**src/logic/floppy_regs_pkg.sv**
```systemverilog
package floppy_regs_pkg;

  // =====================================================
  // register indices (byte address is four times index)
  localparam logic [1:0] IDX_PIN_STATUS = 2'h1;
  localparam logic [1:0] IDX_OUT_CTRL   = 2'h2;
  localparam logic [1:0] IDX_TAPE       = 2'h3;

  // =====================================================
  // field positions of the output control register
  localparam int OUT_MOTOR_A = 4;
  localparam int OUT_DMA_INT = 3;
  localparam int OUT_CTL_RUN = 2;

  // =====================================================
  // reset values and fixed bits
  localparam logic [7:0] OUT_CTRL_RST    = 8'h00;
  localparam logic [4:0] OUT_CTRL_MASK   = 5'h1F;
  localparam logic [1:0] TAPE_SEL_RST    = 2'h0;
  localparam logic [1:0] LAYOUT_ONE_HIGH = 2'h3;
  localparam logic       LAYOUT_TWO_B6   = 1'b1;

  // =====================================================
  // bus answers
  localparam logic [1:0] RESP_OKAY   = 2'h0;
  localparam logic [1:0] RESP_SLVERR = 2'h2;

  typedef enum logic [1:0] {
    WR_IDLE = 2'b01,
    WR_RESP = 2'b10
  } wr_state_t;

  // register index from a byte address
  function automatic logic [1:0] reg_index(input logic [3:0] addr);
    reg_index = addr[3:2];
  endfunction

  // word aligned and inside the map
  function automatic logic addr_ok(input logic [3:0] addr);
    addr_ok = (addr[1:0] == 2'h0) && (addr[3:2] != 2'h0);
  endfunction

endpackage

```
**src/logic/edge_track_if.sv**
```systemverilog
`timescale 1ns/10ps
// =====================================================
// carrier between a pin tracker and its user
interface edge_track_if;
  logic pin_level;
  logic sampled;
  logic flip;
  logic rise_latch_inv;

  modport tracker (input pin_level, output sampled, output flip, output rise_latch_inv);
  modport user    (output pin_level, input sampled, input flip, input rise_latch_inv);
endinterface

```
**src/logic/floppy_status_output_tape_regs.sv**
```systemverilog
// Implementation choice: the AXI4-Lite interface to the registers.
`timescale 1ns/10ps
// =====================================================
// pin status, output control and tape registers of the
// floppy controller, reached over an AXI4-Lite slave
module floppy_status_output_tape_regs
  import floppy_regs_pkg::*;
(
  input  wire logic        aclk,
  input  wire logic        aresetn,
  // AXI4-Lite write address
  input  wire logic [3:0]  awaddr,
  input  wire logic [2:0]  awprot,
  input  wire logic        awvalid,
  output logic             awready,
  // AXI4-Lite write data
  input  wire logic [31:0] wdata,
  input  wire logic [3:0]  wstrb,
  input  wire logic        wvalid,
  output logic             wready,
  // AXI4-Lite write response
  output logic      [1:0]  bresp,
  output logic             bvalid,
  input  wire logic        bready,
  // AXI4-Lite read address
  input  wire logic [3:0]  araddr,
  input  wire logic [2:0]  arprot,
  input  wire logic        arvalid,
  output logic             arready,
  // AXI4-Lite read data
  output logic      [31:0] rdata,
  output logic      [1:0]  rresp,
  output logic             rvalid,
  input  wire logic        rready,
  // configuration
  input  wire logic        master_reset_pin,
  input  wire logic        status_layout_two,
  input  wire logic        three_mode_enable,
  input  wire logic [7:0]  floppy_cfg_reg_f1,
  input  wire logic [7:0]  floppy_cfg_reg_f2,
  // drive interface levels seen by the block
  input  wire logic        write_pulse_out_n,
  input  wire logic        read_data_n,
  input  wire logic        write_gate_out_n,
  input  wire logic        motor_b_out_n,
  input  wire logic        second_drive_absent,
  input  wire logic        dma_req_in,
  input  wire logic        irq_in,
  // outputs steered by the registers
  output logic             motor_a_out_n,
  output logic             drive_a_select_out_n,
  output logic      [1:0]  drive_select,
  output logic             controller_reset_n,
  output logic             dma_req_out,
  output logic             irq_out,
  output logic      [1:0]  tape_select
);

  // =====================================================
  // storage

  // only bits 4:0 of output control are stored; the reserved bits are dropped
  logic [4:0] out_ctrl;
  logic [1:0] tape_sel;
  logic       write_gate_latch;
  logic [1:0] type_pair;

  // =====================================================
  // write channel state

  wr_state_t  wr_state;
  logic       aw_held;
  logic       w_held;
  logic [3:0] aw_addr_q;
  logic [7:0] w_byte_q;
  logic       w_lane0_q;
  logic       do_write;
  logic       write_ok;
  logic [1:0] write_idx;
  logic       wr_out_ctrl;
  logic       wr_tape;

  // =====================================================
  // read channel state

  logic       rd_pending;
  logic [7:0] read_value;
  logic       read_ok;
  logic [1:0] read_idx;
  logic [7:0] status_one;
  logic [7:0] status_two;
  logic [7:0] tape_view;

  // =====================================================
  // drive select decode, shared by the select pin and layout two

  function automatic logic sel_is(input logic [1:0] sel, input logic [1:0] code);
    sel_is = (sel == code);
  endfunction

  // =====================================================
  // pin trackers for write data and read data
  // both lines idle high, so the samples reset high and no false edge follows reset

  edge_track_if wr_trk ();
  edge_track_if rd_trk ();

  assign wr_trk.pin_level = write_pulse_out_n;
  assign rd_trk.pin_level = read_data_n;

  pin_edge_tracker write_tracker (
    .aclk    (aclk),
    .aresetn (aresetn),
    .t       (wr_trk)
  );

  pin_edge_tracker read_tracker (
    .aclk    (aclk),
    .aresetn (aresetn),
    .t       (rd_trk)
  );

  // =====================================================
  // drive-type mirror follows the selected drive
  // master reset clears the select bits, so the mirror falls back to drive A

  drive_type_pick type_pick (
    .type_table (floppy_cfg_reg_f2),
    .drive_sel  (out_ctrl[1:0]),
    .type_pair  (type_pair)
  );

  // =====================================================
  // write address and data are taken in either order
  // both readies stay low while the answer waits, so a second write
  // can never overtake the first one

  assign awready = !aw_held && (wr_state == WR_IDLE);
  assign wready  = !w_held && (wr_state == WR_IDLE);

  // hold the address until its data partner arrives
  // the partner may come first; either half waits in its own flop
  always_ff @(posedge aclk) begin
    if (!aresetn) begin
      aw_held   <= 1'b0;
      aw_addr_q <= 4'h0;
    end else if (awvalid && awready) begin
      aw_held   <= 1'b1;
      aw_addr_q <= awaddr;
    end else if (do_write) begin
      aw_held   <= 1'b0;
    end
  end

  // only the low byte lane carries register bits
  // upper lanes are ignored, since each register is eight bits wide
  always_ff @(posedge aclk) begin
    if (!aresetn) begin
      w_held    <= 1'b0;
      w_byte_q  <= 8'h00;
      w_lane0_q <= 1'b0;
    end else if (wvalid && wready) begin
      w_held    <= 1'b1;
      w_byte_q  <= wdata[7:0];
      w_lane0_q <= wstrb[0];
    end else if (do_write) begin
      w_held    <= 1'b0;
    end
  end

  // the register is written at the edge after the later half arrives
  assign do_write  = aw_held && w_held && (wr_state == WR_IDLE);
  assign write_idx = reg_index(aw_addr_q);
  // status register is read-only; writes there get an error
  assign write_ok  = addr_ok(aw_addr_q) && (write_idx != IDX_PIN_STATUS);

  // one strobe per writable register; a clear low lane strobe writes nothing
  assign wr_out_ctrl = do_write && write_ok && w_lane0_q && (write_idx == IDX_OUT_CTRL);
  assign wr_tape     = do_write && write_ok && w_lane0_q && (write_idx == IDX_TAPE);

  // response follows the cycle in which both halves are held
  // bresp settles at the same edge as bvalid and holds until bready
  always_ff @(posedge aclk) begin
    if (!aresetn) begin
      wr_state <= WR_IDLE;
      bresp    <= RESP_OKAY;
    end else begin
      case (wr_state)
        WR_IDLE: begin
          if (do_write) begin
            wr_state <= WR_RESP;
            bresp    <= write_ok ? RESP_OKAY : RESP_SLVERR;
          end
        end
        WR_RESP: begin
          if (bready) begin
            wr_state <= WR_IDLE;
          end
        end
        default: wr_state <= WR_IDLE;
      endcase
    end
  end

  assign bvalid = (wr_state == WR_RESP);

  // =====================================================
  // output control register: master reset pin clears it
  // a write landing in the same cycle as master reset is lost; software
  // must repeat it once the pin is released

  always_ff @(posedge aclk) begin
    if (!aresetn || master_reset_pin) begin
      out_ctrl <= OUT_CTRL_RST[4:0];
    end else if (wr_out_ctrl) begin
      // reserved bits 7-5 are dropped
      out_ctrl <= w_byte_q[4:0] & OUT_CTRL_MASK;
    end
  end

  // =====================================================
  // tape select, writable in either tape layout
  // only aresetn clears it; the master reset pin reaches output control alone

  always_ff @(posedge aclk) begin
    if (!aresetn) begin
      tape_sel <= TAPE_SEL_RST;
    end else if (wr_tape) begin
      // upper bits are reserved or read-only mirrors
      tape_sel <= w_byte_q[1:0];
    end
  end

  // =====================================================
  // outputs steered by the output control and tape select registers
  // these move at the edge at which the write lands, the edge at which bvalid rises

  assign motor_a_out_n      = ~out_ctrl[OUT_MOTOR_A];
  assign drive_select       = out_ctrl[1:0];
  assign controller_reset_n = out_ctrl[OUT_CTL_RUN];
  // the drive A select pin is only strobed while motor A runs
  assign drive_a_select_out_n = ~(out_ctrl[OUT_MOTOR_A] && sel_is(out_ctrl[1:0], 2'h0));
  // requests stay quiet until software enables them
  assign dma_req_out = dma_req_in & out_ctrl[OUT_DMA_INT];
  assign irq_out     = irq_in & out_ctrl[OUT_DMA_INT];
  // drive 0 never appears here; code 00 means no tape drive
  assign tape_select = tape_sel;

  // =====================================================
  // latched write gate for the second status layout
  // the latch adds one cycle of lag to layout two bit 2

  always_ff @(posedge aclk) begin
    if (!aresetn) begin
      write_gate_latch <= 1'b1;
    end else begin
      write_gate_latch <= write_gate_out_n;
    end
  end

  // =====================================================
  // status layout one view
  // the toggles count edges modulo two, so software compares two reads

  always_comb begin
    status_one      = 8'h00;
    status_one[7:6] = LAYOUT_ONE_HIGH;
    status_one[5]   = out_ctrl[0];
    status_one[4]   = wr_trk.flip;
    status_one[3]   = rd_trk.flip;
    status_one[2]   = ~write_gate_out_n;
    status_one[1]   = ~motor_b_out_n;
    status_one[0]   = ~motor_a_out_n;
  end

  // =====================================================
  // status layout two view; bits 1:0 show drive D and C selects
  // bit 5 is read back from the select pin, not from the register bit

  always_comb begin
    status_two    = 8'h00;
    status_two[7] = second_drive_absent;
    status_two[6] = LAYOUT_TWO_B6;
    status_two[5] = drive_a_select_out_n;
    status_two[4] = wr_trk.rise_latch_inv;
    status_two[3] = ~rd_trk.sampled;
    status_two[2] = ~write_gate_latch;
    status_two[1] = ~sel_is(out_ctrl[1:0], 2'h3);
    status_two[0] = ~sel_is(out_ctrl[1:0], 2'h2);
  end

  // =====================================================
  // tape register view in both layouts
  // the upper bits are live mirrors while three_mode_enable is set and read zero otherwise; writes only ever reach bits 1:0

  always_comb begin
    tape_view      = 8'h00;
    tape_view[1:0] = tape_sel;
    if (three_mode_enable) begin
      tape_view[7:6] = floppy_cfg_reg_f1[5:4];
      tape_view[5:4] = type_pair;
      tape_view[3:2] = floppy_cfg_reg_f1[7:6];
    end
  end

  // =====================================================
  // read mux; layout input is looked at per read, no reset needed

  assign read_idx = reg_index(araddr);
  // the output control register cannot be read back
  // such reads answer with zero data and an error response
  assign read_ok  = addr_ok(araddr) && (read_idx != IDX_OUT_CTRL);

  // pick the view of the register named by the read address
  always_comb begin
    read_value = 8'h00;
    case (read_idx)
      IDX_PIN_STATUS: read_value = status_layout_two ? status_two : status_one;
      IDX_TAPE:       read_value = tape_view;
      default:        read_value = 8'h00;
    endcase
  end

  // =====================================================
  // read channel: one read at a time, data one cycle after
  // arready drops while data waits, which keeps a single read in flight

  assign arready = !rd_pending;

  always_ff @(posedge aclk) begin
    if (!aresetn) begin
      rd_pending <= 1'b0;
      rdata      <= 32'h0000_0000;
      rresp      <= RESP_OKAY;
    end else if (arvalid && arready) begin
      rd_pending <= 1'b1;
      rdata      <= {24'h00_0000, (read_ok ? read_value : 8'h00)};
      rresp      <= read_ok ? RESP_OKAY : RESP_SLVERR;
    end else if (rd_pending && rready) begin
      rd_pending <= 1'b0;
    end
  end

  assign rvalid = rd_pending;

endmodule

```
**src/logic/pin_edge_tracker.sv**
```systemverilog
`timescale 1ns/10ps
// =====================================================
// samples an active-low pin, toggles and latches on rise
module pin_edge_tracker
  import floppy_regs_pkg::*;
(
  input wire logic     aclk,
  input wire logic     aresetn,
  edge_track_if.tracker t
);

  logic rise;

  // idle level of these pins is high, so the sample starts high
  always_ff @(posedge aclk) begin
    if (!aresetn) begin
      t.sampled <= 1'b1;
    end else begin
      t.sampled <= t.pin_level;
    end
  end

  assign rise = t.pin_level & ~t.sampled;

  // toggle on every rising transition
  always_ff @(posedge aclk) begin
    if (!aresetn) begin
      t.flip <= 1'b0;
    end else if (rise) begin
      t.flip <= ~t.flip;
    end
  end

  // capture inverse of the level held just before the rise
  always_ff @(posedge aclk) begin
    if (!aresetn) begin
      t.rise_latch_inv <= 1'b0;
    end else if (rise) begin
      t.rise_latch_inv <= ~t.sampled;
    end
  end

endmodule

```
**src/logic/drive_type_pick.sv**
```systemverilog
`timescale 1ns/10ps
// =====================================================
// picks the drive-type pair of the selected drive
module drive_type_pick
  import floppy_regs_pkg::*;
(
  input  wire logic [7:0] type_table,
  input  wire logic [1:0] drive_sel,
  output logic      [1:0] type_pair
);

  // two bits per drive, drive A in the low pair
  always_comb begin
    case (drive_sel)
      2'h0:    type_pair = type_table[1:0];
      2'h1:    type_pair = type_table[3:2];
      2'h2:    type_pair = type_table[5:4];
      default: type_pair = type_table[7:6];
    endcase
  end

endmodule

```
**config.mk**
```make
export PLATFORM = sky130hd
export DESIGN_NAME = floppy_status_output_tape_regs
export DESIGN_NICKNAME = d
export VERILOG_FILES = /design/src/logic/floppy_regs_pkg.sv /design/src/logic/edge_track_if.sv /design/src/logic/floppy_status_output_tape_regs.sv /design/src/logic/pin_edge_tracker.sv /design/src/logic/drive_type_pick.sv
export SDC_FILE = /design/constraint.sdc
export NUM_CORES = 1
export LEC_CHECK = 0
export ABC_CLOCK_PERIOD_IN_PS = 4100
export BUFFER_PORTS_ARGS = -buffer_cell sky130_fd_sc_hd__buf_2
export CORE_UTILIZATION = 44
export DETAILED_ROUTE_END_ITERATION = 12
export PLACE_DENSITY = 0.85
export SETUP_SLACK_MARGIN = 0.4
export SYNTH_ARGS = -nofsm -noshare
export SYNTH_HDL_FRONTEND = slang
export SYNTH_SLANG_ARGS = --single-unit
```
**constraint.sdc**
```tcl
create_clock -name aclk -period 4.1 [get_ports aclk]
set_clock_uncertainty 0.15 [all_clocks]
set_input_delay 0.41 -clock aclk [delete_from_list [all_inputs] [get_ports aclk]]
set_output_delay 0.41 -clock aclk [all_outputs]
set_load 0.01 [all_outputs]
```
# == Word level (Yosys, flattened, before mapping) ==
# Index checks and enable logic that the tools add are counted.
# op_classes
n_mux,15
n_bitwise,15
n_eq_ne,13
n_reduce_logical,32
# ops
cell,n
1-bit logical AND,17
8-bit two-way mux,2
8-bit one-hot mux with 2 select lines,1
"2-bit == test, second input constant",6
1-bit inverter,11
2-bit nonzero test,5
2-bit two-way mux,4
"2-bit by 1-bit == test with 1-bit output, second input constant",3
2-bit logical NOT,3
6-bit two-way mux,1
2-bit one-hot mux with 3 select lines,1
1-bit two-way mux,5
1-bit bitwise AND,4
1-bit logical NOT,4
"2-bit by 1-bit inequality test with 1-bit output, second input constant",2
"2-bit inequality test, second input constant",2
2-bit one-hot mux with 2 select lines,1
2-bit AND reduction,2
1-bit logical OR,1
# word_totals
out_inout_bits,50
in_bits,83
reg_bits,40
wordCells,93

# == Depth between registers and ports, before layout ==
# logic_depth
ltp_word,6
ltp_mapped,5
mapped_depth_nobuf,4

# == Cells and area by module ==
# Synthesis repeated with hierarchy kept, for this count alone.
# hier_totals
cells_unflattened,202
hier_area_um2,1909.3
# modules_own_cells
module,instances,area_each_um2,seq_area_each_um2,cells_per_inst
floppy_status_output_tape_regs,1,1641.6,660.6,182
pin_edge_tracker,2,107.6,60.1,9
drive_type_pick,1,52.6,0.0,2

# == Least setup slack after synthesis ==
# Ideal clock, no wire load.
# synth_timing
path_type,input-to-reg
startpoint,in status_layout_two
endpoint,reg rdata[2]
path_buffers,1
setup_time_ns,0.066
setup_slack_ns,2.529
required_ns,3.884
path_stages,5
t_arrival_ns,1.356
path_cell_list,clkbuf_1 > mux2_2 > o21ai_0 > a22oi_1 > nor2b_1
# synth_between
elab_chain_cells,3
# synth_lines
element,line,source
start: declaration,floppy_status_output_tape_regs.sv:37,"input wire logic status_layout_two,"
8-bit two-way mux,floppy_status_output_tape_regs.sv:318,IDX_PIN_STATUS: read_value = status_layout_two ? status_two : status_one;
8-bit one-hot mux with 2 select lines,floppy_status_output_tape_regs.sv:317,case (read_idx)
8-bit two-way mux,floppy_status_output_tape_regs.sv:337,"rdata <= {24'h00_0000, (read_ok ? read_value : 8'h00)};"
end signal: assignment,floppy_status_output_tape_regs.sv:337,
end: declaration,floppy_status_output_tape_regs.sv:31,"output logic [31:0] rdata,"
# No other way between the ends.
# A chain may end at the register's enable or synchronous reset.

# == Worst setup path in the final report ==
# layout_timing
startpoint,reg out_ctrl[4]
endpoint,out drive_a_select_out_n
# layout_between
elab_chain_cells,2
# layout_lines
element,line,source
start: declaration,floppy_status_output_tape_regs.sv:63,logic [4:0] out_ctrl;
start signal: assignment,floppy_status_output_tape_regs.sv:214,out_ctrl <= OUT_CTRL_RST[4:0];
start signal: assignment,floppy_status_output_tape_regs.sv:217,out_ctrl <= w_byte_q[4:0] & OUT_CTRL_MASK;
1-bit logical AND,floppy_status_output_tape_regs.sv:242,"assign drive_a_select_out_n = ~(out_ctrl[OUT_MOTOR_A] && sel_is(out_ctrl[1:0], 2'h0));"
1-bit inverter,floppy_status_output_tape_regs.sv:242,
end: declaration,floppy_status_output_tape_regs.sv:51,"output logic drive_a_select_out_n,"
# No other way between the ends.

==> impl_metrics.py <==
metrics = {
    "outcome": {
        "status": "complete, no violations",
    },
    "power_and_ir_drop": {
        "cellPowerDensity_nw_per_um2": 365,
        "peakVddDrop_mv": 0.173,
        "leakage_nw": 1.09,
        "totalPowerFinal_mw": 0.816,
    },
    "place": {
        "dpl.cell_count": 304,
        "io_buffers": 66,
        "post-dp-hpwl_um": 2630,
        "post_dp_cell_area_um2": 2120,
        "gp_congestion": 0.655,
        "pre_cts_ws_ps": 2290,
    },
    "sta": {
        "rsz0062_at_grt": "false",
        "setup_viol": 0,
        "layout_min_cycle_time_ps": 1800,
        "finalCritPeriodShare_pct": 43.9,
        "fmax_mhz": 556,
        "worst_pin_slew_ps": 588,
        "tns_ps": 0,
        "whs_ps": 164,
        "final_hold_viol_count": 0,
        "max_slew_margin_pct": 60.7,
        "report.final.slew_viol_count": 0,
        "fin_ws_ps": 2300,
    },
    "worst_hold_path": {
        "worstHoldPathCells": 2,
        "hold_start": "write_pulse_out_n",
        "hold_end": "write_tracker.t.sampled",
        "min_path_type": "input port to flop",
    },
    "run": {
        "cap_violations": 0,
    },
    "floorplan": {
        "ios": 133,
        "chipHeight_um": 67.4,
        "dieWidth_um": 67.4,
        "design.core.area_um2": 4060,
        "die_area_um2": 4550,
        "std_cell_rows": 23,
        "start_util_pct": 46.4,
    },
    "global_routing": {
        "grt_overflow": 0,
        "grt_max_degree": 37,
        "grt_pass1_vias": 1173,
        "grt_usage_pct": 16.2,
        "antenna_found_initial": 0,
        "grt_pass1_wl_um": 5330,
    },
    "synth": {
        "synthTopCellsByArea": "dfxtp_1 (40%), buf_4 (11%), mux2i_1 (8.5%)",
        "synthDominantCellAreaShare_pct": 40.4,
        "avgSynthCellArea_um2": 9.42,
        "synth-seq-cells": 38,
        "ys_seq_area_share_pct": 40.4,
        "yosysTopAreaCell": "dfxtp_1",
        "yosys_warnings": 0,
        "syn-instance-count": 200,
        "ys_types": 38,
        "syn_area_um2": 1880,
    },
    "cts": {
        "insertion_delay_ps": 290,
        "cts_tree": "yes",
        "hold_buffers": 0,
        "path_clk_slew_ps": 70,
        "h-tree-depth": 2,
        "ctsResizeCount": 0,
        "clock-sinks": 38,
        "root_buffer": "clkbuf_8",
        "postCtsSetupBuffers": 0,
        "cts_made_buffers": 5,
        "clockBufferDepth": 2,
    },
    "setup_path": {
        "r2r_start": "rvalid",
        "reg2reg_to": "rdata[4]",
        "cp_max_fo": 3,
        "cp-start-kind": "flop",
        "crit_path_cell_trace": "inv_1, or3_1, buf_2",
        "r2r_setup_slack_ps": 2400,
        "critPathMaxStageDelay_ps": 380,
        "critical_path_class": "flop to output pin",
        "slowest_stage": "or3_1",
        "endpoint_kind": "output pin",
        "ff2ff_path_depth": 4,
        "cp-startpoint": "out_ctrl[4]",
        "cp_data_required_time_ps": 3540,
        "critPathArrivalTime_ps": 1240,
    },
    "layout": {
        "nets": 344,
        "utilization_pct": 55.1,
        "register_area_um2": 761,
        "synthToLayoutAreaGrowth_pct": 18.6,
        "drive_above_1_share_pct": 31.0,
        "fin_cells": 311,
        "multi_input_area_um2": 946,
        "diodes": 0,
        "final_cell_area_um2": 2230,
        "nFillCells": 379,
    },
    "drt": {
        "top_layer_used": "met4",
        "wl_per_cell_um": 11.2,
        "drc_errors": 0,
        "wl_met2_um": 1690,
        "routed_wl_um": 3490,
        "drtIter0Drc": 41,
        "ant_nets": 0,
        "vias": 1474,
        "vias_per_cell": 4.74,
        "wl_met3_um": 228,
        "wl_met1_um": 1500,
        "drtPass1Iterations": 5,
    },
}
critical path, delay by kind of cell, from the launching register on:
family / cells / cell delay [ps]
and+or+nand+nor: 1 / 380
DFF: 1 / 360
buffers and inverters: 2 / 210
cell usage in the layout (no fill, tap or decap), types with 7 or more instances in the layout:
| master | netlist | routed |
|---|---|---|
| nand2b_1 | 7 | 7 |
| dfxtp_1 | 38 | 38 |
| conb_1 | 1 | 26 |
| buf_2 | 1 | 66 |
| nand2_1 | 12 | 12 |
| nor2_1 | 12 | 12 |
| mux2i_1 | 16 | 16 |
| nor2b_1 | 18 | 18 |
Yosys cell counts:
master and number:
o211a_1 2, a32oi_1 1, mux4_2 2, o21ai_0 6
a21boi_1 1, nor3b_1 3, a311oi_1 1, o22ai_1 1
buf_4 28, and3_1 1, a22oi_1 4, clkbuf_1 8
nor4b_4 1, nand2_1 12, nor2b_1 18, a21oi_1 2
nand4_1 3, nand2b_4 1, buf_6 1, mux2_2 1
a211oi_1 1, and2_1 4, nor3b_2 1, conb_1 1
and4b_1 1, or3_1 1, nand4b_2 1, xor2_1 1
a21boi_0 2, o21a_1 6, nand2b_1 7, nor2_1 12
mux2i_1 16, xnor2_1 1, buf_2 1, inv_1 4
nand3_1 5, dfxtp_1 38
where the power goes:
group | internal [mW] | switching, mW
logic | 0.0502 | 0.0553
clock network | 0.194 | 0.120
registers | 0.385 | 0.0103
layout make-up:
type | instances | area share (%)
Clock inverter | 1 | 1.34
Sequential cell | 38 | 34.0
Multi-Input combinational cell | 145 | 42.3
Timing Repair Buffer | 67 | 15.1
Clock buffer | 6 | 3.70
Tap cell | 50 | 2.80
Inverter | 4 | 0.672
worst max-delay path by stage:
stage	end	slack, ps	cells past startpoint
floorplan	rdata[2]	2530	5
global placement	rdata[5]	2370	5
detailed placement	rdata[3]	2290	5
CTS	drive_a_select_out_n	2280	3
global route	drive_a_select_out_n	2230	3
finish	drive_a_select_out_n	2300	3
state kept, by name, indices dropped and copies added (netlist names):
| register | cells |
|---|---|
| rdata | 8 |
| out_ctrl | 5 |
| w_byte_q | 5 |
| aw_addr_q | 4 |
| tape_select | 2 |
| wr_state | 2 |
| aw_held | 1 |
| bresp | 1 |
| read_tracker.t.flip | 1 |
| read_tracker.t.sampled | 1 |
| rresp | 1 |
| rvalid | 1 |
| w_held | 1 |
| w_lane0_q | 1 |
| write_gate_latch | 1 |
| write_tracker.t.flip | 1 |
| write_tracker.t.rise_latch_inv | 1 |
| write_tracker.t.sampled | 1 |
cells by family (layout without fill, tap and decap cells):
group           Yosys count  after routing  share of synthesized area [%]
compound gates           27             27                           10.0
buf+inv                  42             78                           14.4
other cells               1             26                          0.199
mux                      19             19                           11.5
simple gates             71             71                           22.6
xor+xnor                  2              2                          0.930
flops                    38             38                           40.4
per-layer routing:
metal	global-route usage, %	vias to the layer above
met5	0	-
met4	8.78	0
met3	4.73	8
met2	27.5	64
met1	18.1	658
li1	-	744
No activity file was read; power rests on OpenSTA's default activity.
